File: config.mk
export PLATFORM = sky130hd
export DESIGN_NAME = bit_flag_exec
export DESIGN_NICKNAME = d
export VERILOG_FILES = /design/src/shared/bit_flag_pkg.sv /design/src/bit_flag_exec.sv /design/src/shift_unit.sv
export SDC_FILE = /design/constraint.sdc
export NUM_CORES = 1
export LEC_CHECK = 0
export BUFFER_PORTS_ARGS = -buffer_cell sky130_fd_sc_hd__buf_2
export CORE_UTILIZATION = 30
export CTS_CLUSTER_DIAMETER = 40
export DETAILED_ROUTE_END_ITERATION = 10
export PLACE_DENSITY_LB_ADDON = 0.25
export SLEW_MARGIN = 30
export SYNTH_ARGS = -nofsm -noshare
export SYNTH_HDL_FRONTEND = slang
export SYNTH_SLANG_ARGS = --single-unit
File: constraint.sdc
create_clock -name sys_clk -period 1.9 [get_ports sys_clk]
set_clock_uncertainty 0.05 [all_clocks]
set_input_delay 0.095 -clock sys_clk [delete_from_list [all_inputs] [get_ports sys_clk]]
set_output_delay 0.095 -clock sys_clk [all_outputs]
set_load 0.1 [all_outputs]
File: src/shared/bit_flag_pkg.sv
// Purpose: Shared constants and types of the bit and flag execution unit.
// Assumes: An 8-bit working register and an 8-bit status register.
// Notes:   Flag positions follow the usual status register layout.

// =============================================================
// Package
package bit_flag_pkg;

  localparam int DATA_W = 8;
  localparam int IDX_W  = 3;

  // Status register bit positions.
  localparam int FLAG_C = 0;
  localparam int FLAG_Z = 1;
  localparam int FLAG_N = 2;
  localparam int FLAG_V = 3;
  localparam int FLAG_S = 4;
  localparam int FLAG_H = 5;
  localparam int FLAG_T = 6;
  localparam int FLAG_I = 7;

  localparam logic [7:0] STATUS_RST = 8'h00;
  localparam logic [7:0] DATA_RST   = 8'h00;
  localparam logic [4:0] IO_ADDR_RST = 5'h00;

  // Cycle counts of the multi-cycle instructions.
  localparam int IO_CYCLES    = 2;
  localparam int SLEEP_CYCLES = 3;
  localparam logic [1:0] SLEEP_CNT_LOAD = 2'(SLEEP_CYCLES - 2);
  localparam logic [1:0] CNT_RST        = 2'h0;

  typedef enum logic [3:0] {
    no_op,
    io_bit_set_op,
    io_bit_clear_op,
    logical_left_shift_op,
    logical_right_shift_op,
    rotate_left_carry_op,
    rotate_right_carry_op,
    arith_right_shift_op,
    nibble_swap_op,
    flag_index_set_op,
    flag_index_clear_op,
    bit_to_copy_flag_op,
    copy_flag_to_bit_op,
    sleep_op,
    watchdog_restart_op
  } op_e;

  typedef enum logic [1:0] {
    st_idle,
    st_io_rmw,
    st_sleep
  } state_e;

  // One-hot mask for a bit index, shared by I/O, flag and copy operations.
  function automatic logic [7:0] bit_mask(input logic [2:0] idx);
    bit_mask = 8'h01 << idx;
  endfunction : bit_mask

endpackage : bit_flag_pkg

File: src/bit_flag_exec.sv
// Purpose: Executes the bit, shift, flag, sleep and watchdog instructions.
// Assumes: I/O read data is valid in the cycle io_rd_en is high.
// Notes:   Status register lives here; other units see it on status_register.
//
// Function
// RULE1 - Setting an I/O bit takes two cycles and touches no other bit or flag.
// RULE2 - Clearing an I/O bit takes two cycles and touches no other bit or flag.
// RULE3 - Left shift moves bits up, loads zero in bit 0, in one cycle, updating Z C N V.
// RULE4 - Right shift moves bits down, loads zero in bit 7, in one cycle, updating Z C N V.
// RULE5 - Rotate left puts carry in bit 0 and bit 7 in carry, in one cycle, updating Z C N V.
// RULE6 - Rotate right puts carry in bit 7 and bit 0 in carry, in one cycle, updating Z C N V.
// RULE7 - Arithmetic right shift keeps bit 7, in one cycle, updating Z C N V.
// RULE8 - Nibble exchange swaps the halves in one cycle with no flag change.
// RULE9 - Single-cycle set or clear of C, N, Z, I, S or V changes only that flag.
// RULE10 - Single-cycle set or clear of T or H changes only that flag.
// RULE11 - Bit store copies a register bit into T in one cycle, no other flag.
// RULE12 - Bit load writes T into a register bit in one cycle, no flag change.
// RULE13 - Sleep occupies three cycles and alters no flag.
// RULE14 - Watchdog restart takes one cycle, signals the watchdog, alters no flag.
// RULE15 - No-operation takes one cycle and changes nothing.

`timescale 1ns/10ps
`default_nettype none

// =============================================================
// Execution unit
module bit_flag_exec (
  input  wire logic               sys_clk,
  input  wire logic               resetn,
  input  wire logic               clk_en,
  input  wire logic               op_valid,
  input  wire bit_flag_pkg::op_e  op_code,
  input  wire logic [7:0]         reg_data,
  input  wire logic [2:0]         bit_sel,
  input  wire logic [2:0]         flag_sel,
  input  wire logic [4:0]         io_addr,
  input  wire logic [7:0]         io_rdata,
  output logic                    op_ready,
  output logic                    done,
  output logic                    reg_wr_en,
  output logic [7:0]              reg_wr_data,
  output logic                    io_rd_en,
  output logic [4:0]              io_addr_out,
  output logic                    io_wr_en,
  output logic [7:0]              io_wr_data,
  output logic [7:0]              status_register,
  output logic                    watchdog_restart,
  output logic                    sleep_req
);
  import bit_flag_pkg::*;

  state_e      state_r;
  logic [1:0]  cnt_r;
  logic        accept;
  logic        io_set_r;
  logic [2:0]  io_bit_r;
  logic [4:0]  io_addr_r;
  logic        done_r;
  logic        reg_wr_en_r;
  logic [7:0]  reg_wr_data_r;
  logic        io_wr_en_r;
  logic [7:0]  io_wr_data_r;
  logic [7:0]  status_r;
  logic        wdt_r;
  logic        sleep_r;
  logic [7:0]  shift_q;
  logic        sh_c;
  logic        sh_z;
  logic        sh_n;
  logic        sh_v;
  logic        sh_active;
  logic        sleep_last;

  // =============================================================
  // Datapath
  shift_unit u_shift (
    .op       (op_code),
    .din      (reg_data),
    .carry_in (status_r[FLAG_C]),
    .dout     (shift_q),
    .c_out    (sh_c),
    .z_out    (sh_z),
    .n_out    (sh_n),
    .v_out    (sh_v),
    .is_shift (sh_active)
  );

  // =============================================================
  // Sequencer
  // Only idle takes a new instruction, so multi-cycle operations stall the decoder.
  assign op_ready   = (state_r == st_idle);
  assign accept     = op_valid & op_ready;
  assign io_rd_en   = (state_r == st_io_rmw);
  assign sleep_last = (state_r == st_sleep) && (cnt_r == CNT_RST);

  always_ff @(posedge sys_clk or negedge resetn) begin
    if (!resetn) begin
      state_r <= st_idle;
      cnt_r   <= CNT_RST;
    end else if (clk_en) begin
      unique case (state_r)
        st_idle: begin
          // RULE1 - second cycle follows.
          // RULE2 - second cycle follows.
          if (accept && op_code inside {io_bit_set_op, io_bit_clear_op}) begin
            state_r <= st_io_rmw;
          // RULE13 - three-cycle occupancy.
          end else if (accept && op_code == sleep_op) begin
            state_r <= st_sleep;
            cnt_r   <= SLEEP_CNT_LOAD;
          end
        end
        st_io_rmw: begin
          state_r <= st_idle;
        end
        st_sleep: begin
          if (cnt_r == CNT_RST) begin
            state_r <= st_idle;
          end else begin
            cnt_r <= cnt_r - 2'h1;
          end
        end
      endcase
    end
  end

  // =============================================================
  // I/O read-modify-write
  always_ff @(posedge sys_clk or negedge resetn) begin
    if (!resetn) begin
      io_set_r  <= 1'b0;
      io_bit_r  <= 3'h0;
      io_addr_r <= IO_ADDR_RST;
    end else if (clk_en && accept) begin
      io_set_r  <= (op_code == io_bit_set_op);
      io_bit_r  <= bit_sel;
      io_addr_r <= io_addr;
    end
  end

  always_ff @(posedge sys_clk or negedge resetn) begin
    if (!resetn) begin
      io_wr_en_r   <= 1'b0;
      io_wr_data_r <= DATA_RST;
    end else if (clk_en) begin
      io_wr_en_r <= io_rd_en;
      if (io_rd_en) begin
        // RULE1 - only the addressed bit set.
        // RULE2 - only the addressed bit cleared.
        io_wr_data_r <= io_set_r ? (io_rdata | bit_mask(io_bit_r))
                                 : (io_rdata & ~bit_mask(io_bit_r));
      end
    end
  end

  // =============================================================
  // Working register write-back
  always_ff @(posedge sys_clk or negedge resetn) begin
    if (!resetn) begin
      reg_wr_en_r   <= 1'b0;
      reg_wr_data_r <= DATA_RST;
    end else if (clk_en) begin
      reg_wr_en_r <= 1'b0;
      if (accept && (sh_active || op_code == nibble_swap_op)) begin
        reg_wr_en_r   <= 1'b1;
        reg_wr_data_r <= shift_q;
      // RULE12 - flag T into the bit.
      end else if (accept && op_code == copy_flag_to_bit_op) begin
        reg_wr_en_r   <= 1'b1;
        reg_wr_data_r <= status_r[FLAG_T] ? (reg_data | bit_mask(bit_sel))
                                          : (reg_data & ~bit_mask(bit_sel));
      end
    end
  end

  // =============================================================
  // Status register
  always_ff @(posedge sys_clk or negedge resetn) begin
    if (!resetn) begin
      status_r <= STATUS_RST;
    end else if (clk_en && accept) begin
      // RULE3 - shift flags Z C N V.
      if (sh_active) begin
        status_r[FLAG_C] <= sh_c;
        status_r[FLAG_Z] <= sh_z;
        status_r[FLAG_N] <= sh_n;
        status_r[FLAG_V] <= sh_v;
      end
      // RULE9 - named flag set.
      // RULE10 - T and H alike.
      if (op_code == flag_index_set_op) begin
        status_r <= status_r | bit_mask(flag_sel);
      end
      // RULE9 - named flag cleared.
      if (op_code == flag_index_clear_op) begin
        status_r <= status_r & ~bit_mask(flag_sel);
      end
      // RULE11 - register bit into T.
      if (op_code == bit_to_copy_flag_op) begin
        status_r[FLAG_T] <= reg_data[bit_sel];
      end
    end
  end

  // =============================================================
  // Completion and side signals
  always_ff @(posedge sys_clk or negedge resetn) begin
    if (!resetn) begin
      done_r  <= 1'b0;
      wdt_r   <= 1'b0;
      sleep_r <= 1'b0;
    end else if (clk_en) begin
      // RULE15 - no-operation completes in one cycle.
      done_r  <= (accept && !(op_code inside {io_bit_set_op, io_bit_clear_op, sleep_op}))
                 || io_rd_en || sleep_last;
      // RULE14 - single-cycle restart pulse.
      wdt_r   <= accept && (op_code == watchdog_restart_op);
      // RULE13 - sleep request after third cycle.
      sleep_r <= sleep_last;
    end
  end

  assign done             = done_r;
  assign reg_wr_en        = reg_wr_en_r;
  assign reg_wr_data      = reg_wr_data_r;
  assign io_addr_out      = io_addr_r;
  assign io_wr_en         = io_wr_en_r;
  assign io_wr_data       = io_wr_data_r;
  assign status_register  = status_r;
  assign watchdog_restart = wdt_r;
  assign sleep_req        = sleep_r;
endmodule : bit_flag_exec

`default_nettype wire

File: src/shift_unit.sv
// Purpose: Combinational shift, rotate and nibble exchange datapath.
// Assumes: Carry input is the current carry flag of the status register.
// Notes:   Flag outputs are meaningful only for the shift and rotate codes.

`timescale 1ns/10ps
`default_nettype none

// =============================================================
// Shift unit
module shift_unit (
  input  wire bit_flag_pkg::op_e  op,
  input  wire logic [7:0]         din,
  input  wire logic               carry_in,
  output logic [7:0]              dout,
  output logic                    c_out,
  output logic                    z_out,
  output logic                    n_out,
  output logic                    v_out,
  output logic                    is_shift
);
  import bit_flag_pkg::*;

  always_comb begin
    dout     = din;
    c_out    = carry_in;
    is_shift = 1'b1;
    unique case (op)
      // RULE3 - zero into bit 0.
      logical_left_shift_op: begin
        dout  = {din[6:0], 1'b0};
        c_out = din[7];
      end
      // RULE4 - zero into bit 7.
      logical_right_shift_op: begin
        dout  = {1'b0, din[7:1]};
        c_out = din[0];
      end
      // RULE5 - carry into bit 0.
      rotate_left_carry_op: begin
        dout  = {din[6:0], carry_in};
        c_out = din[7];
      end
      // RULE6 - carry into bit 7.
      rotate_right_carry_op: begin
        dout  = {carry_in, din[7:1]};
        c_out = din[0];
      end
      // RULE7 - sign bit kept.
      arith_right_shift_op: begin
        dout  = {din[7], din[7:1]};
        c_out = din[0];
      end
      // RULE8 - nibble exchange.
      nibble_swap_op: begin
        dout     = {din[3:0], din[7:4]};
        is_shift = 1'b0;
      end
      default: begin
        is_shift = 1'b0;
      end
    endcase
  end

  // The overflow of a one-place shift is the sign change, N xor C.
  assign z_out = (dout == 8'h00);
  assign n_out = dout[7];
  assign v_out = dout[7] ^ c_out;

endmodule : shift_unit

`default_nettype wire

==> results of run 1 <==
==> repair_timing <==
action,4_1_cts,5_1_grt
setup endpoints to repair,0,5
hold endpoints to repair,21,0
buffers inserted,0,4
hold buffers,6,0
gates resized for setup,0,2
==> registers in the layout (all words and copies together), names as in the netlist <==
register,count
io_wr_data,8
reg_wr_data,8
status_register,8
io_addr_out,5
io_bit_r,3
cnt_r,2
state_r,2
done,1
io_set_r,1
io_wr_en,1
reg_wr_en,1
sleep_req,1
watchdog_restart,1
==> routing by layer <==
metal | routed length [um] | vias to the layer above
met4 | 102 | 0
met1 | 3510 | 1228
met3 | 315 | 8
met2 | 3510 | 77
li1 | - | 1296
met5 | 0 | -
==> through the flow <==
step | cells | TNS (ns)
3_5_place_dp | 491 | 0
3_3_place_gp | 491 | 0
4_1_cts | 504 | 0
6_report | 508 | 0
2_1_floorplan | 321 | -0.166
5_1_grt | 508 | 0
==> area by class of cell <==
cell class | count | area [um2] | share of cell area
multi-input cells | 241 | 1650 | 0.469
clock buffers | 5 | 68.8 | 0.0196
repair buffers | 95 | 553 | 0.157
clock inverters | 2 | 10.0 | 0.00285
well taps | 111 | 139 | 0.0395
inverters | 12 | 45.0 | 0.0128
flip-flops and latches | 42 | 1050 | 0.299
==> worst max-delay path by stage <==
stage,end,cells past startpoint
after floorplan,state_r[0],6
after global placement,status_register[7],8
after detailed placement,status_register[7],8
after CTS,status_register[1],6
after global routing,state_r[1],7
final,state_r[1],7
==> cells in the final DEF (no fill, tap or decap), drive strengths merged, types with 3 or more instances in the layout <==
cell         instances
dfrtp               42
clkbuf               5
mux2                16
mux2i               13
o41ai                3
nand3b               6
nor3                 7
nor3b                5
inv                 12
o21ai               21
nor2                32
nand3                7
nand2               49
nand2b               6
a222oi               5
dlygate4sd3          6
a21oi               17
ha                   4
or4                  3
nor2b                5
buf                 89
==> power by group through the flow <==
stage / logic [mW] / clock network (mW) / registers (mW)
after detailed placement: 3.94 / 0 / 1.58
after floorplan: 1.28 / 0 / 3.59
after CTS: 3.96 / 0.591 / 1.56
final: 3.97 / 0.556 / 1.55
after global routing: 4.17 / 0.627 / 1.61
after global placement: 3.92 / 0 / 1.55
==> worst max-delay path: stages, from the launching register on <==
cell	delay [ns]
dfrtp_1	0.40
inv_2	0.09
ha_4	0.17
nand2_2	0.09
or4_4	0.50
a21oi_1	0.25
nand3b_1	0.10
o21ai_0	0.08
==> cells by family (layout without fill, tap and decap cells) <==
logic type	Yosys count	in the layout	share of synthesized area
simple gates	134	134	0.240
compound gates	70	70	0.178
flops	42	42	0.373
buf+inv	38	114	0.0594
mux	31	31	0.126
fa+ha+maj	4	4	0.0177
xor+xnor	2	2	0.00621
==> qor.json, run 1 <==
{
  "critical_path": {
    "endpoint_of_the_worst_slack_reg_to_reg_timing_path": "state_r[1]",
    "reg2reg_depth": 7,
    "cp-end-kind": "register",
    "path_max_fanout": 5,
    "critPathKind": "reg -> reg",
    "critical_path_arrival_ns": 1.97,
    "setup.reg_to_reg.worst_slack_ns": 0.09,
    "cp.required_ns": 2.07,
    "critPathLaunch": "state_r[1]",
    "reg2reg_from": "state_r[1]",
    "critPathLaunchType": "register"
  },
  "floorplan": {
    "die_area_um2": 9790,
    "die_height_um": 99.0,
    "chipWidth_um": 99.0,
    "core_region_area_um2": 9150,
    "io_pins": 71,
    "fp-row-count": 35,
    "floorplan.initialDensity": 0.308
  },
  "worst_hold_path": {
    "hold_path_startpoint": "io_rdata[7]",
    "number_of_cells_on_the_worst_hold_path": 3,
    "min_to": "io_wr_data[7]",
    "min_path_type": "in -> reg"
  },
  "finish": {
    "fillcell_total": 931,
    "area_growth_pct": 24.7,
    "final_net_count": 436,
    "share_of_layout_cells_above_drive_strength_1": 0.340,
    "finalInstanceArea_um2": 3520,
    "utilization": 0.384,
    "num_antenna_cells": 0
  },
  "yosys": {
    "yosysUniqueCellTypes": 66,
    "post-synth-top-count-cell": "nand2_1",
    "synth_enable_flop_cells": 0,
    "synthesis.instances": 321,
    "synthDominantCellAreaShare": 0.373,
    "async_flop_share": 1.00,
    "synth.ff_latch_count": 42,
    "netlist_top_cells_area": "dfrtp_1 (37%), nand2_1 (6.5%), mux2_2 (5.6%)",
    "syn_nets": 360,
    "yosys.area.top_type": "dfrtp_1",
    "synth-seq-area-share": 0.373,
    "synthesized_area_divided_by_synthesized_cell_count_um2": 8.79,
    "synth_common_cells": "nand2_1 (49), dfrtp_1 (42), nor2_1 (31), a21oi_1 (15)",
    "mappedNetlistArea_um2": 2820,
    "yosysWarningCount": 0,
    "synth_top_flop_cell": "dfrtp_1"
  },
  "sta": {
    "timing.final.max_slew_violations": 0,
    "hold_viol": 0,
    "timing_worst_slew_pin_value_ns": 0.635,
    "finalHoldWorstSlack_ns": 0.0637,
    "fin_crit_ns": 1.81,
    "setup_slack_ns": 0.0920,
    "final-setup-viol-count": 0,
    "achievable-frequency_ghz": 0.553,
    "timing.final.crit_share": 0.952,
    "maxSlewHeadroom": 0.575,
    "rsz0062_at_grt": "false"
  },
  "global_route": {
    "grt_util_all_layers": 0.158,
    "antenna_found_initial": 0,
    "global_route_wire_length_before_repair_um": 12400,
    "grt_util_met2": 0.253,
    "grt.busiest_layer": "met2",
    "grtUsageMet1": 0.221,
    "grt_remaining_overflow": 0,
    "grt_start_max_net_pins": 19,
    "grt_use_met3": 0.0227,
    "first_global_vias": 2459
  },
  "cts": {
    "cts-buffers-inserted": 5,
    "largest_buffer_count_on_any_clock_path": 2,
    "cts.sink_count": 42,
    "clock-root-buffer": "clkbuf_8",
    "worst_skew_pair.late_latency_ns": 0.29,
    "clk_transition_reported_paths_ns": 0.08,
    "tritoncts": "built",
    "h-tree-depth": 2
  },
  "pwr": {
    "leakage_nw": 1.63,
    "intPower_mw": 2.34,
    "share_seq_of_total_power": 0.255,
    "sw_frac_of_total": 0.615,
    "power_switching_mw": 3.74,
    "share_comb_of_total_power": 0.654,
    "ir_drop_mv": 0.699,
    "power.share.clock": 0.092,
    "report.power.total_mw": 6.07,
    "power-per-cell-area_nw_per_um2": 1730
  },
  "routing": {
    "total_routed_length_um": 7440,
    "drt_iter0_markers": 145,
    "wl_per_cell_um": 14.6,
    "final_ant_viol_nets": 0,
    "vias_after_detailed_routing": 2609,
    "detail_route.first_pass.iterations": 6,
    "drcViolationCount": 0,
    "post_drt_via_cell_ratio": 5.14
  },
  "placement": {
    "placement.cell_area_um2": 3340,
    "place_worst_setup_slack_ns": 0.0518,
    "gp_routability_congestion": 0.853,
    "dp.final_hpwl_um": 5650,
    "place.port_buffers": 70
  },
  "status": {
    "status": "completed"
  },
  "job": {
    "cap_violations": 0
  }
}
Power figures use the tool's default switching activity.
==> run 2, diff against run 1 <==
--- a/config.mk
+++ b/config.mk
@@ -6,6 +6,8 @@
 export NUM_CORES = 1
 export LEC_CHECK = 0
 export BUFFER_PORTS_ARGS = -buffer_cell sky130_fd_sc_hd__buf_2
+export CELL_PAD_IN_SITES_DETAIL_PLACEMENT = 0
+export CELL_PAD_IN_SITES_GLOBAL_PLACEMENT = 1
 export CORE_UTILIZATION = 30
 export CTS_CLUSTER_DIAMETER = 40
 export DETAILED_ROUTE_END_ITERATION = 10
==> run 2 against run 1 <==
Compared with the run above: the flow now finishes with violations (DRC); sequential power barely moved; die area did not move; first-iteration DRC count fell by 1.4%; total power rose by 5.1%; worst hold slack got worse by 0.024 ns; sequential share of layout area fell by 0.73 points; routed wire length fell by 0.27%; final cell count rose by 0.39%; via count fell by 2.6%; global-route usage barely moved; largest cell class unchanged; largest power group unchanged.
==> qor.json, run 2 (same netlist as run 1, synthesis figures left out) <==
{
  "global_route": {
    "grt_start_max_net_pins": {"value": 43, "change": "+24"},
    "first_global_vias": {"value": 2458, "change": "-0.041%"},
    "antenna_found_initial": {"value": 0, "change": "unchanged"},
    "global_route_wire_length_before_repair": {"value": 12500, "unit": "um", "change": "+0.17%"},
    "grt_util_all_layers": {"value": 0.158, "change": "about the same"},
    "grt_remaining_overflow": {"value": 0, "change": "unchanged"}
  },
  "routing": {
    "wl_per_cell": {"value": 14.5, "unit": "um", "change": "-0.66%"},
    "total_routed_length": {"value": 7420, "unit": "um", "change": "-0.27%"},
    "post_drt_via_cell_ratio": {"value": 4.98, "change": "-3.0%"},
    "final_ant_viol_nets": {"value": 0, "change": "unchanged"},
    "vias_after_detailed_routing": {"value": 2542, "change": "-2.6%"},
    "detail_route.first_pass.iterations": {"value": 8, "change": "+2"},
    "drcViolationCount": {"value": 4, "change": "+4"},
    "drt_iter0_markers": {"value": 143, "change": "-1.4%"}
  },
  "pwr": {
    "leakage": {"value": 1.67, "unit": "nW", "change": "+2.3%"},
    "power-per-cell-area": {"value": 1770, "unit": "nW/um2", "change": "+2.5%"},
    "ir_drop": {"value": 0.886, "unit": "mV", "change": "+27%"}
  },
  "worst_hold_path": {
    "min_path_type": "in -> reg",
    "number_of_cells_on_the_worst_hold_path": {"value": 3, "change": "unchanged"},
    "min_to": "io_wr_data[2]",
    "hold_path_startpoint": "io_rdata[2]"
  },
  "critical_path": {
    "cpLargestDelayFamily": "simple AND/OR/NAND/NOR gates",
    "cp-end-kind": "register",
    "cpPeakStageDelay": {"value": 0.51, "unit": "ns", "change": "about the same"},
    "reg2reg_depth": {"value": 6, "change": "-1"},
    "cp_cell_sequence": "inv_2, ha_4, nand2_2, or4_4, or3_1, o21ai_1",
    "cp.required": {"value": 2.08, "unit": "ns", "change": "about the same"},
    "critPathKind": "reg -> reg",
    "reg2reg_from": "state_r[0]",
    "endpoint_of_the_worst_slack_reg_to_reg_timing_path": "state_r[0]",
    "setup.reg_to_reg.worst_slack": {"value": 0.1, "unit": "ns", "change": "about the same"},
    "critical_path_arrival": {"value": 1.98, "unit": "ns", "change": "about the same"},
    "critPathLaunchType": "register",
    "timing.critical_path.slowest_stage_cell": "or4_4",
    "path_max_fanout": {"value": 5, "change": "unchanged"},
    "critPathBufInv": {"value": 1, "change": "unchanged"},
    "critPathLaunch": "state_r[0]"
  },
  "cts": {
    "h-tree-depth": {"value": 2, "change": "unchanged"},
    "cts-buffers-inserted": {"value": 5, "change": "unchanged"},
    "tritoncts": "built",
    "clk_transition_reported_paths": {"value": 0.09, "unit": "ns", "change": "about the same"},
    "cts.sink_count": {"value": 42, "change": "unchanged"},
    "worst_skew_pair.late_latency": {"value": 0.30, "unit": "ns", "change": "about the same"},
    "largest_buffer_count_on_any_clock_path": {"value": 2, "change": "unchanged"},
    "clock-root-buffer": "clkbuf_8"
  },
  "sta": {
    "setup_slack": {"value": 0.0966, "unit": "ns", "change": "+0.00463 ns"},
    "timing.final.crit_share": {"value": 0.949, "change": "-0.00243"},
    "achievable-frequency": {"value": 0.555, "unit": "GHz", "change": "+0.26%"},
    "timing.final.max_slew_violations": {"value": 0, "change": "unchanged"},
    "rsz0062_at_grt": "false",
    "fin_crit": {"value": 1.80, "unit": "ns", "change": "-0.00463 ns"},
    "maxSlewHeadroom": {"value": 0.638, "change": "+0.0631"},
    "final-setup-viol-count": {"value": 0, "change": "unchanged"},
    "hold_viol": {"value": 0, "change": "unchanged"},
    "timing_worst_slew_pin_value": {"value": 0.543, "unit": "ns", "change": "-0.0918 ns"}
  },
  "placement": {
    "place_worst_setup_slack": {"value": -0.0192, "unit": "ns", "change": "-0.0710 ns"},
    "gp_routability_congestion": {"value": 0.816, "change": "-4.3%"},
    "dp.final_hpwl": {"value": 5550, "unit": "um", "change": "-1.9%"},
    "place.port_buffers": {"value": 70, "change": "unchanged"}
  },
  "finish": {
    "area_growth_pct": 27.8,
    "final_cell_mix": "buf_2 (70), nand2_1 (48), dfrtp_1 (42)",
    "share_of_layout_cells_above_drive_strength_1": {"value": 0.343, "change": "+0.00331"},
    "final_net_count": {"value": 437, "change": "+0.23%"},
    "num_antenna_cells": {"value": 0, "change": "unchanged"},
    "fillcell_total": {"value": 961, "change": "+3.2%"},
    "utilization": {"value": 0.394, "change": "+0.00957"},
    "final_common_cell": "buf_2"
  },
  "floorplan": {
    "die_height": {"value": 99.0, "unit": "um", "change": "unchanged"},
    "core_region_area": {"value": 9150, "unit": "um2", "change": "unchanged"},
    "io_pins": {"value": 71, "change": "unchanged"},
    "chipWidth": {"value": 99.0, "unit": "um", "change": "unchanged"},
    "die_area": {"value": 9790, "unit": "um2", "change": "unchanged"},
    "fp-row-count": {"value": 35, "change": "unchanged"},
    "floorplan.initialDensity": {"value": 0.308, "change": "unchanged"}
  },
  "status": {
    "failed_checks": "DRC",
    "status": "finished with violations"
  },
  "job": {
    "cap_violations": {"value": 0, "change": "unchanged"}
  }
}
-- run 2: cell types whose count changed in the layout (fill, tap and decap cells not counted) --
cell / previous run / this run
a21oi_4: 1 / 2
bufinv_16: 0 / 2
nor2_2: 3 / 2
clkinv_2: 2 / 0
a21oi_1: 15 / 14
clkinv_4: 0 / 1
nor2_1: 29 / 30
buf_12: 0 / 1
-- run 2: cell type report --
class	instances	area, um2	area share
Inverter	12	45.0	0.0125
Multi-Input combinational cell	241	1660	0.460
Clock buffer	5	68.8	0.0191
Timing Repair Buffer	96	573	0.159
Sequential cell	42	1050	0.292
Clock inverter	3	68.8	0.0191
Tap cell	111	139	0.0385
-- run 2: where the power goes --
part           switching [mW]  total, mW  internal [mW]
Sequential              0.261       1.52           1.26
Clock                   0.335      0.862          0.527
Combinational            3.16       3.99          0.832
-- run 2: worst min-delay path: stages --
cell	delay [ns]
buf_2	0.08
mux2i_1	0.05
a21oi_1	0.13
-- run 2: routing by layer --
| metal | up-vias | wire length [um] | GRT usage |
|---|---|---|---|
| met5 | - | 0 | 0 |
| met4 | 0 | 80 | 0.0425 |
| met3 | 8 | 262 | 0.0241 |
| met2 | 57 | 3320 | 0.250 |
| met1 | 1183 | 3760 | 0.224 |
| li1 | 1294 | - | - |
-- run 2: worst max-delay path by stage --
stage          depth (start not counted)            endpoint  slack (ns)
2_1_floorplan                          6          state_r[0]       -0.07
3_3_place_gp                           8  status_register[1]        0.05
3_5_place_dp                           7  status_register[1]       -0.02
4_1_cts                                6  status_register[1]        0.03
5_1_grt                                6          state_r[0]        0.02
6_report                               6          state_r[0]         0.1
-- run 2: repair_timing --
item | 4_1_cts | 5_1_grt
hold endpoints to repair | 47 | 0
hold buffers | 6 | 0
setup endpoints to repair | 1 | 5
buffers inserted | 0 | 4
resized for setup | 1 | 2
-- run 2: stage by stage --
step | total power, mW | std cells | hold WS (ns) | setup TNS [ns] | cell area, um2
finish | 6.38 | 510 | 0.0402 | 0 | 3600
global route | 6.72 | 510 | 0.0437 | 0 | 3600
CTS | 6.40 | 506 | 0.0309 | 0 | 3570
detailed placement | 5.51 | 492 | 0.0447 | -0.0192 | 3360
global placement | 5.50 | 492 | 0.0401 | 0 | 3360
floorplan | 4.87 | 321 | -0.251 | -0.166 | 2860
==> run 3, diff against run 2 <==
--- a/config.mk
+++ b/config.mk
@@ -11,6 +11,7 @@
 export CORE_UTILIZATION = 30
 export CTS_CLUSTER_DIAMETER = 40
 export DETAILED_ROUTE_END_ITERATION = 10
+export GPL_TIMING_DRIVEN = 0
 export PLACE_DENSITY_LB_ADDON = 0.25
 export SLEW_MARGIN = 30
 export SYNTH_ARGS = -nofsm -noshare
==> constraint.sdc (replaced) <==
create_clock -name sys_clk -period 1.8 [get_ports sys_clk]
set_clock_uncertainty 0.05 [all_clocks]
set_input_delay 0.18 -clock sys_clk [delete_from_list [all_inputs] [get_ports sys_clk]]
set_output_delay 0.18 -clock sys_clk [all_outputs]
set_load 0.1 [all_outputs]
==> run 3 against run 2 <==
Compared with the run above: the flow finishes with violations (setup timing); register-to-register slack worse by 0.11 ns; sequential cell count did not move; utilization is 0.30 points lower; die area stayed put; count of clock-buffer cells in the layout grew 2; worst hold slack got worse by 0.025 ns; routed wire length rose by 4.4%; total power increased by 5.1%; global-route usage up 0.70 points; sequential share of layout area increased by 0.26 points.
==> qor.json, run 3 (same netlist as run 1, synthesis figures left out) <==
{
  "status": {
    "status": "finished with violations",
    "failed_checks": "setup timing"
  },
  "placement": {
    "place.port_buffers": {"value": 62, "change": "-11%"},
    "dpl.cell_count": {"value": 494, "change": "+0.41%"},
    "place_worst_setup_slack": {"value": -0.284, "unit": "ns", "change": "-0.265 ns"},
    "gp_routability_congestion": {"value": 0.778, "change": "-4.6%"},
    "dp.final_hpwl": {"value": 5660, "unit": "um", "change": "+2.0%"}
  },
  "floorplan": {
    "floorplan.initialDensity": {"value": 0.308, "change": "unchanged"},
    "io_pins": {"value": 71, "change": "unchanged"},
    "die_height": {"value": 99.0, "unit": "um", "change": "unchanged"},
    "fp-row-count": {"value": 35, "change": "unchanged"},
    "chipWidth": {"value": 99.0, "unit": "um", "change": "unchanged"},
    "die_area": {"value": 9790, "unit": "um2", "change": "unchanged"},
    "core_region_area": {"value": 9150, "unit": "um2", "change": "unchanged"}
  },
  "sta": {
    "fin_crit": {"value": 1.81, "unit": "ns", "change": "+0.0109 ns"},
    "timing.final.crit_share": {"value": 1.01, "change": "+0.0588"},
    "achievable-frequency": {"value": 0.551, "unit": "GHz", "change": "-0.60%"},
    "maxSlewHeadroom": {"value": 0.554, "change": "-0.0842"},
    "timing_worst_slew_pin_value": {"value": 0.666, "unit": "ns", "change": "+0.123 ns"},
    "rsz0062_at_grt": "true",
    "timing.final.max_slew_violations": {"value": 0, "change": "unchanged"},
    "setup_slack": {"value": -0.0143, "unit": "ns", "change": "-0.111 ns"},
    "hold_viol": {"value": 0, "change": "unchanged"},
    "final-setup-viol-count": {"value": 2, "change": "+2"}
  },
  "pwr": {
    "power.share.clock": {"value": 0.113, "change": "-0.022"},
    "power_switching": {"value": 4.00, "unit": "mW", "change": "+6.3%"},
    "share_comb_of_total_power": {"value": 0.662, "change": "+0.036"},
    "intPower": {"value": 2.71, "unit": "mW", "change": "+3.3%"},
    "sw_frac_of_total": {"value": 0.596, "change": "+0.00694"},
    "leakage": {"value": 1.64, "unit": "nW", "change": "-1.7%"},
    "ir_drop": {"value": 0.911, "unit": "mV", "change": "+2.8%"},
    "share_seq_of_total_power": {"value": 0.225, "change": "-0.014"},
    "power-per-cell-area": {"value": 1870, "unit": "nW/um2", "change": "+5.9%"}
  },
  "cts": {
    "cts.sink_count": {"value": 42, "change": "unchanged"},
    "h-tree-depth": {"value": 2, "change": "unchanged"},
    "cts-buffers-inserted": {"value": 5, "change": "unchanged"},
    "clk_transition_reported_paths": {"value": 0.08, "unit": "ns", "change": "about the same"},
    "clock-root-buffer": "clkbuf_8",
    "largest_buffer_count_on_any_clock_path": {"value": 2, "change": "unchanged"},
    "tritoncts": "built",
    "worst_skew_pair.late_latency": {"value": 0.30, "unit": "ns", "change": "about the same"}
  },
  "critical_path": {
    "critPathLaunchType": "register",
    "critPathKind": "reg -> reg",
    "cp-end-kind": "register",
    "path_max_fanout": {"value": 4, "change": "-1"},
    "cp.required": {"value": 1.97, "unit": "ns", "change": "-0.11 ns"},
    "timing.critical_path.slowest_stage_cell": "or4_4",
    "critPathBufInv": {"value": 1, "change": "unchanged"},
    "cp_cell_sequence": "inv_2, ha_4, nand2_4, or4_4, or3_1, o21ai_1",
    "setup.reg_to_reg.worst_slack": {"value": -0.01, "unit": "ns", "change": "-0.11 ns"},
    "critical_path_arrival": {"value": 1.99, "unit": "ns", "change": "about the same"},
    "cpLargestDelayFamily": "simple AND/OR/NAND/NOR gates",
    "cpPeakStageDelay": {"value": 0.50, "unit": "ns", "change": "about the same"}
  },
  "finish": {
    "final_common_cell": "buf_2",
    "final_cells": {"value": 513, "change": "+0.59%"},
    "area_growth_pct": 26.8,
    "final_net_count": {"value": 440, "change": "+0.69%"},
    "fillcell_total": {"value": 949, "change": "-1.2%"},
    "share_of_layout_cells_above_drive_strength_1": {"value": 0.341, "change": "-0.00256"},
    "num_antenna_cells": {"value": 0, "change": "unchanged"},
    "final_cell_mix": "buf_2 (64), nand2_1 (48), dfrtp_1 (41)"
  },
  "global_route": {
    "global_route_wire_length_before_repair": {"value": 12900, "unit": "um", "change": "+3.1%"},
    "grt_remaining_overflow": {"value": 0, "change": "unchanged"},
    "antenna_found_initial": {"value": 0, "change": "unchanged"},
    "grt_util_all_layers": {"value": 0.165, "change": "+0.00705"},
    "first_global_vias": {"value": 2520, "change": "+2.5%"},
    "grt_start_max_net_pins": {"value": 43, "change": "unchanged"}
  },
  "job": {
    "cap_violations": {"value": 0, "change": "unchanged"}
  },
  "routing": {
    "post_drt_via_cell_ratio": {"value": 5.10, "change": "+2.3%"},
    "final_ant_viol_nets": {"value": 0, "change": "unchanged"},
    "drcViolationCount": {"value": 0, "change": "-4"},
    "drt_iter0_markers": {"value": 95, "change": "-34%"},
    "detail_route.first_pass.iterations": {"value": 4, "change": "-4"},
    "total_routed_length": {"value": 7750, "unit": "um", "change": "+4.4%"},
    "wl_per_cell": {"value": 15.1, "unit": "um", "change": "+3.8%"},
    "vias_after_detailed_routing": {"value": 2617, "change": "+3.0%"}
  },
  "worst_hold_path": {
    "min_path_type": "in -> reg"
  }
}
run 3: cell count changes in the layout (fill, tap and decap cells not counted), moves of 2 or more:
| cell | delta |
|---|---|
| clkbuf_2 | +3 |
| buf_2 | -6 |
| dlygate4sd3_1 | -5 |
| buf_6 | +2 |
| nor2_1 | -2 |
| buf_4 | -4 |
| clkbuf_1 | +13 |
| buf_1 | +3 |
run 3: area by class of cell:
cell class / instances / area, um2 / area share
Multi-Input combinational cell: 241 / 1700 / 0.476
Clock inverter: 1 / 30.0 / 0.00839
Sequential cell: 42 / 1050 / 0.294
Clock buffer: 7 / 76.3 / 0.0213
Tap cell: 111 / 139 / 0.0388
Inverter: 12 / 45.0 / 0.0126
Timing Repair Buffer: 74 / 405 / 0.113
Buffer: 25 / 128 / 0.0357
run 3: worst reg2reg max path, cell delays in order, from the launching register on:
cell and delay [ns]:
dfrtp_1 0.39, inv_2 0.10, ha_4 0.18, nand2_4 0.07, or4_4 0.50, or3_1 0.36, o21ai_1 0.09
run 3: metrics by stage:
| step | instance area [um2] | setup TNS (ns) | util | hold WS [ns] | total power, mW |
|---|---|---|---|---|---|
| floorplan | 2890 | -0.489 | - | -0.166 | 5.16 |
| global placement | 3340 | -1.60 | 0.365 | 0.328 | 5.82 |
| detailed placement | 3340 | -1.51 | 0.365 | 0.172 | 5.86 |
| CTS | 3530 | -0.0671 | 0.386 | 0.00694 | 6.72 |
| global route | 3580 | -0.218 | 0.391 | 0.0257 | 7.07 |
| finish | 3580 | -0.0250 | 0.391 | 0.0148 | 6.70 |
run 3: what timing repair did:
| action | CTS | global route |
|---|---|---|
| endpoints found under the setup margin | 25 | 14 |
| hold buffers | 1 | 0 |
| setup buffers | 7 | 4 |
| resized for setup | 7 | 4 |
| pin swaps | 4 | 3 |
| endpoints found under the hold margin | 42 | 0 |
run 3: per-layer routing:
metal	GRT usage	share of wire
met3	0.0262	0.042
met5	0	0
met2	0.264	0.46
met1	0.227	0.48
met4	0.0540	0.018
run 3: path summary, 6_finish.rpt:
kind / startpoint / to / cells after the start
min reg2reg: io_addr_out[3] / io_addr_out[3] / 2
min in group asynchronous: resetn / status_register[0] / 2
max: state_r[1] / state_r[0] / 6
min: io_addr[3] / io_addr_out[3] / 3
max reg2reg: state_r[1] / state_r[0] / 6
max in group asynchronous: resetn / status_register[6] / 2
run 3: power groups by stage:
stage	Combinational, mW	Sequential, mW	Clock, mW
final	4.44	1.51	0.756
after global routing	4.69	1.56	0.813
after CTS	4.41	1.52	0.782
after detailed placement	4.30	1.56	0
after global placement	4.28	1.55	0
after floorplan	1.37	3.79	0
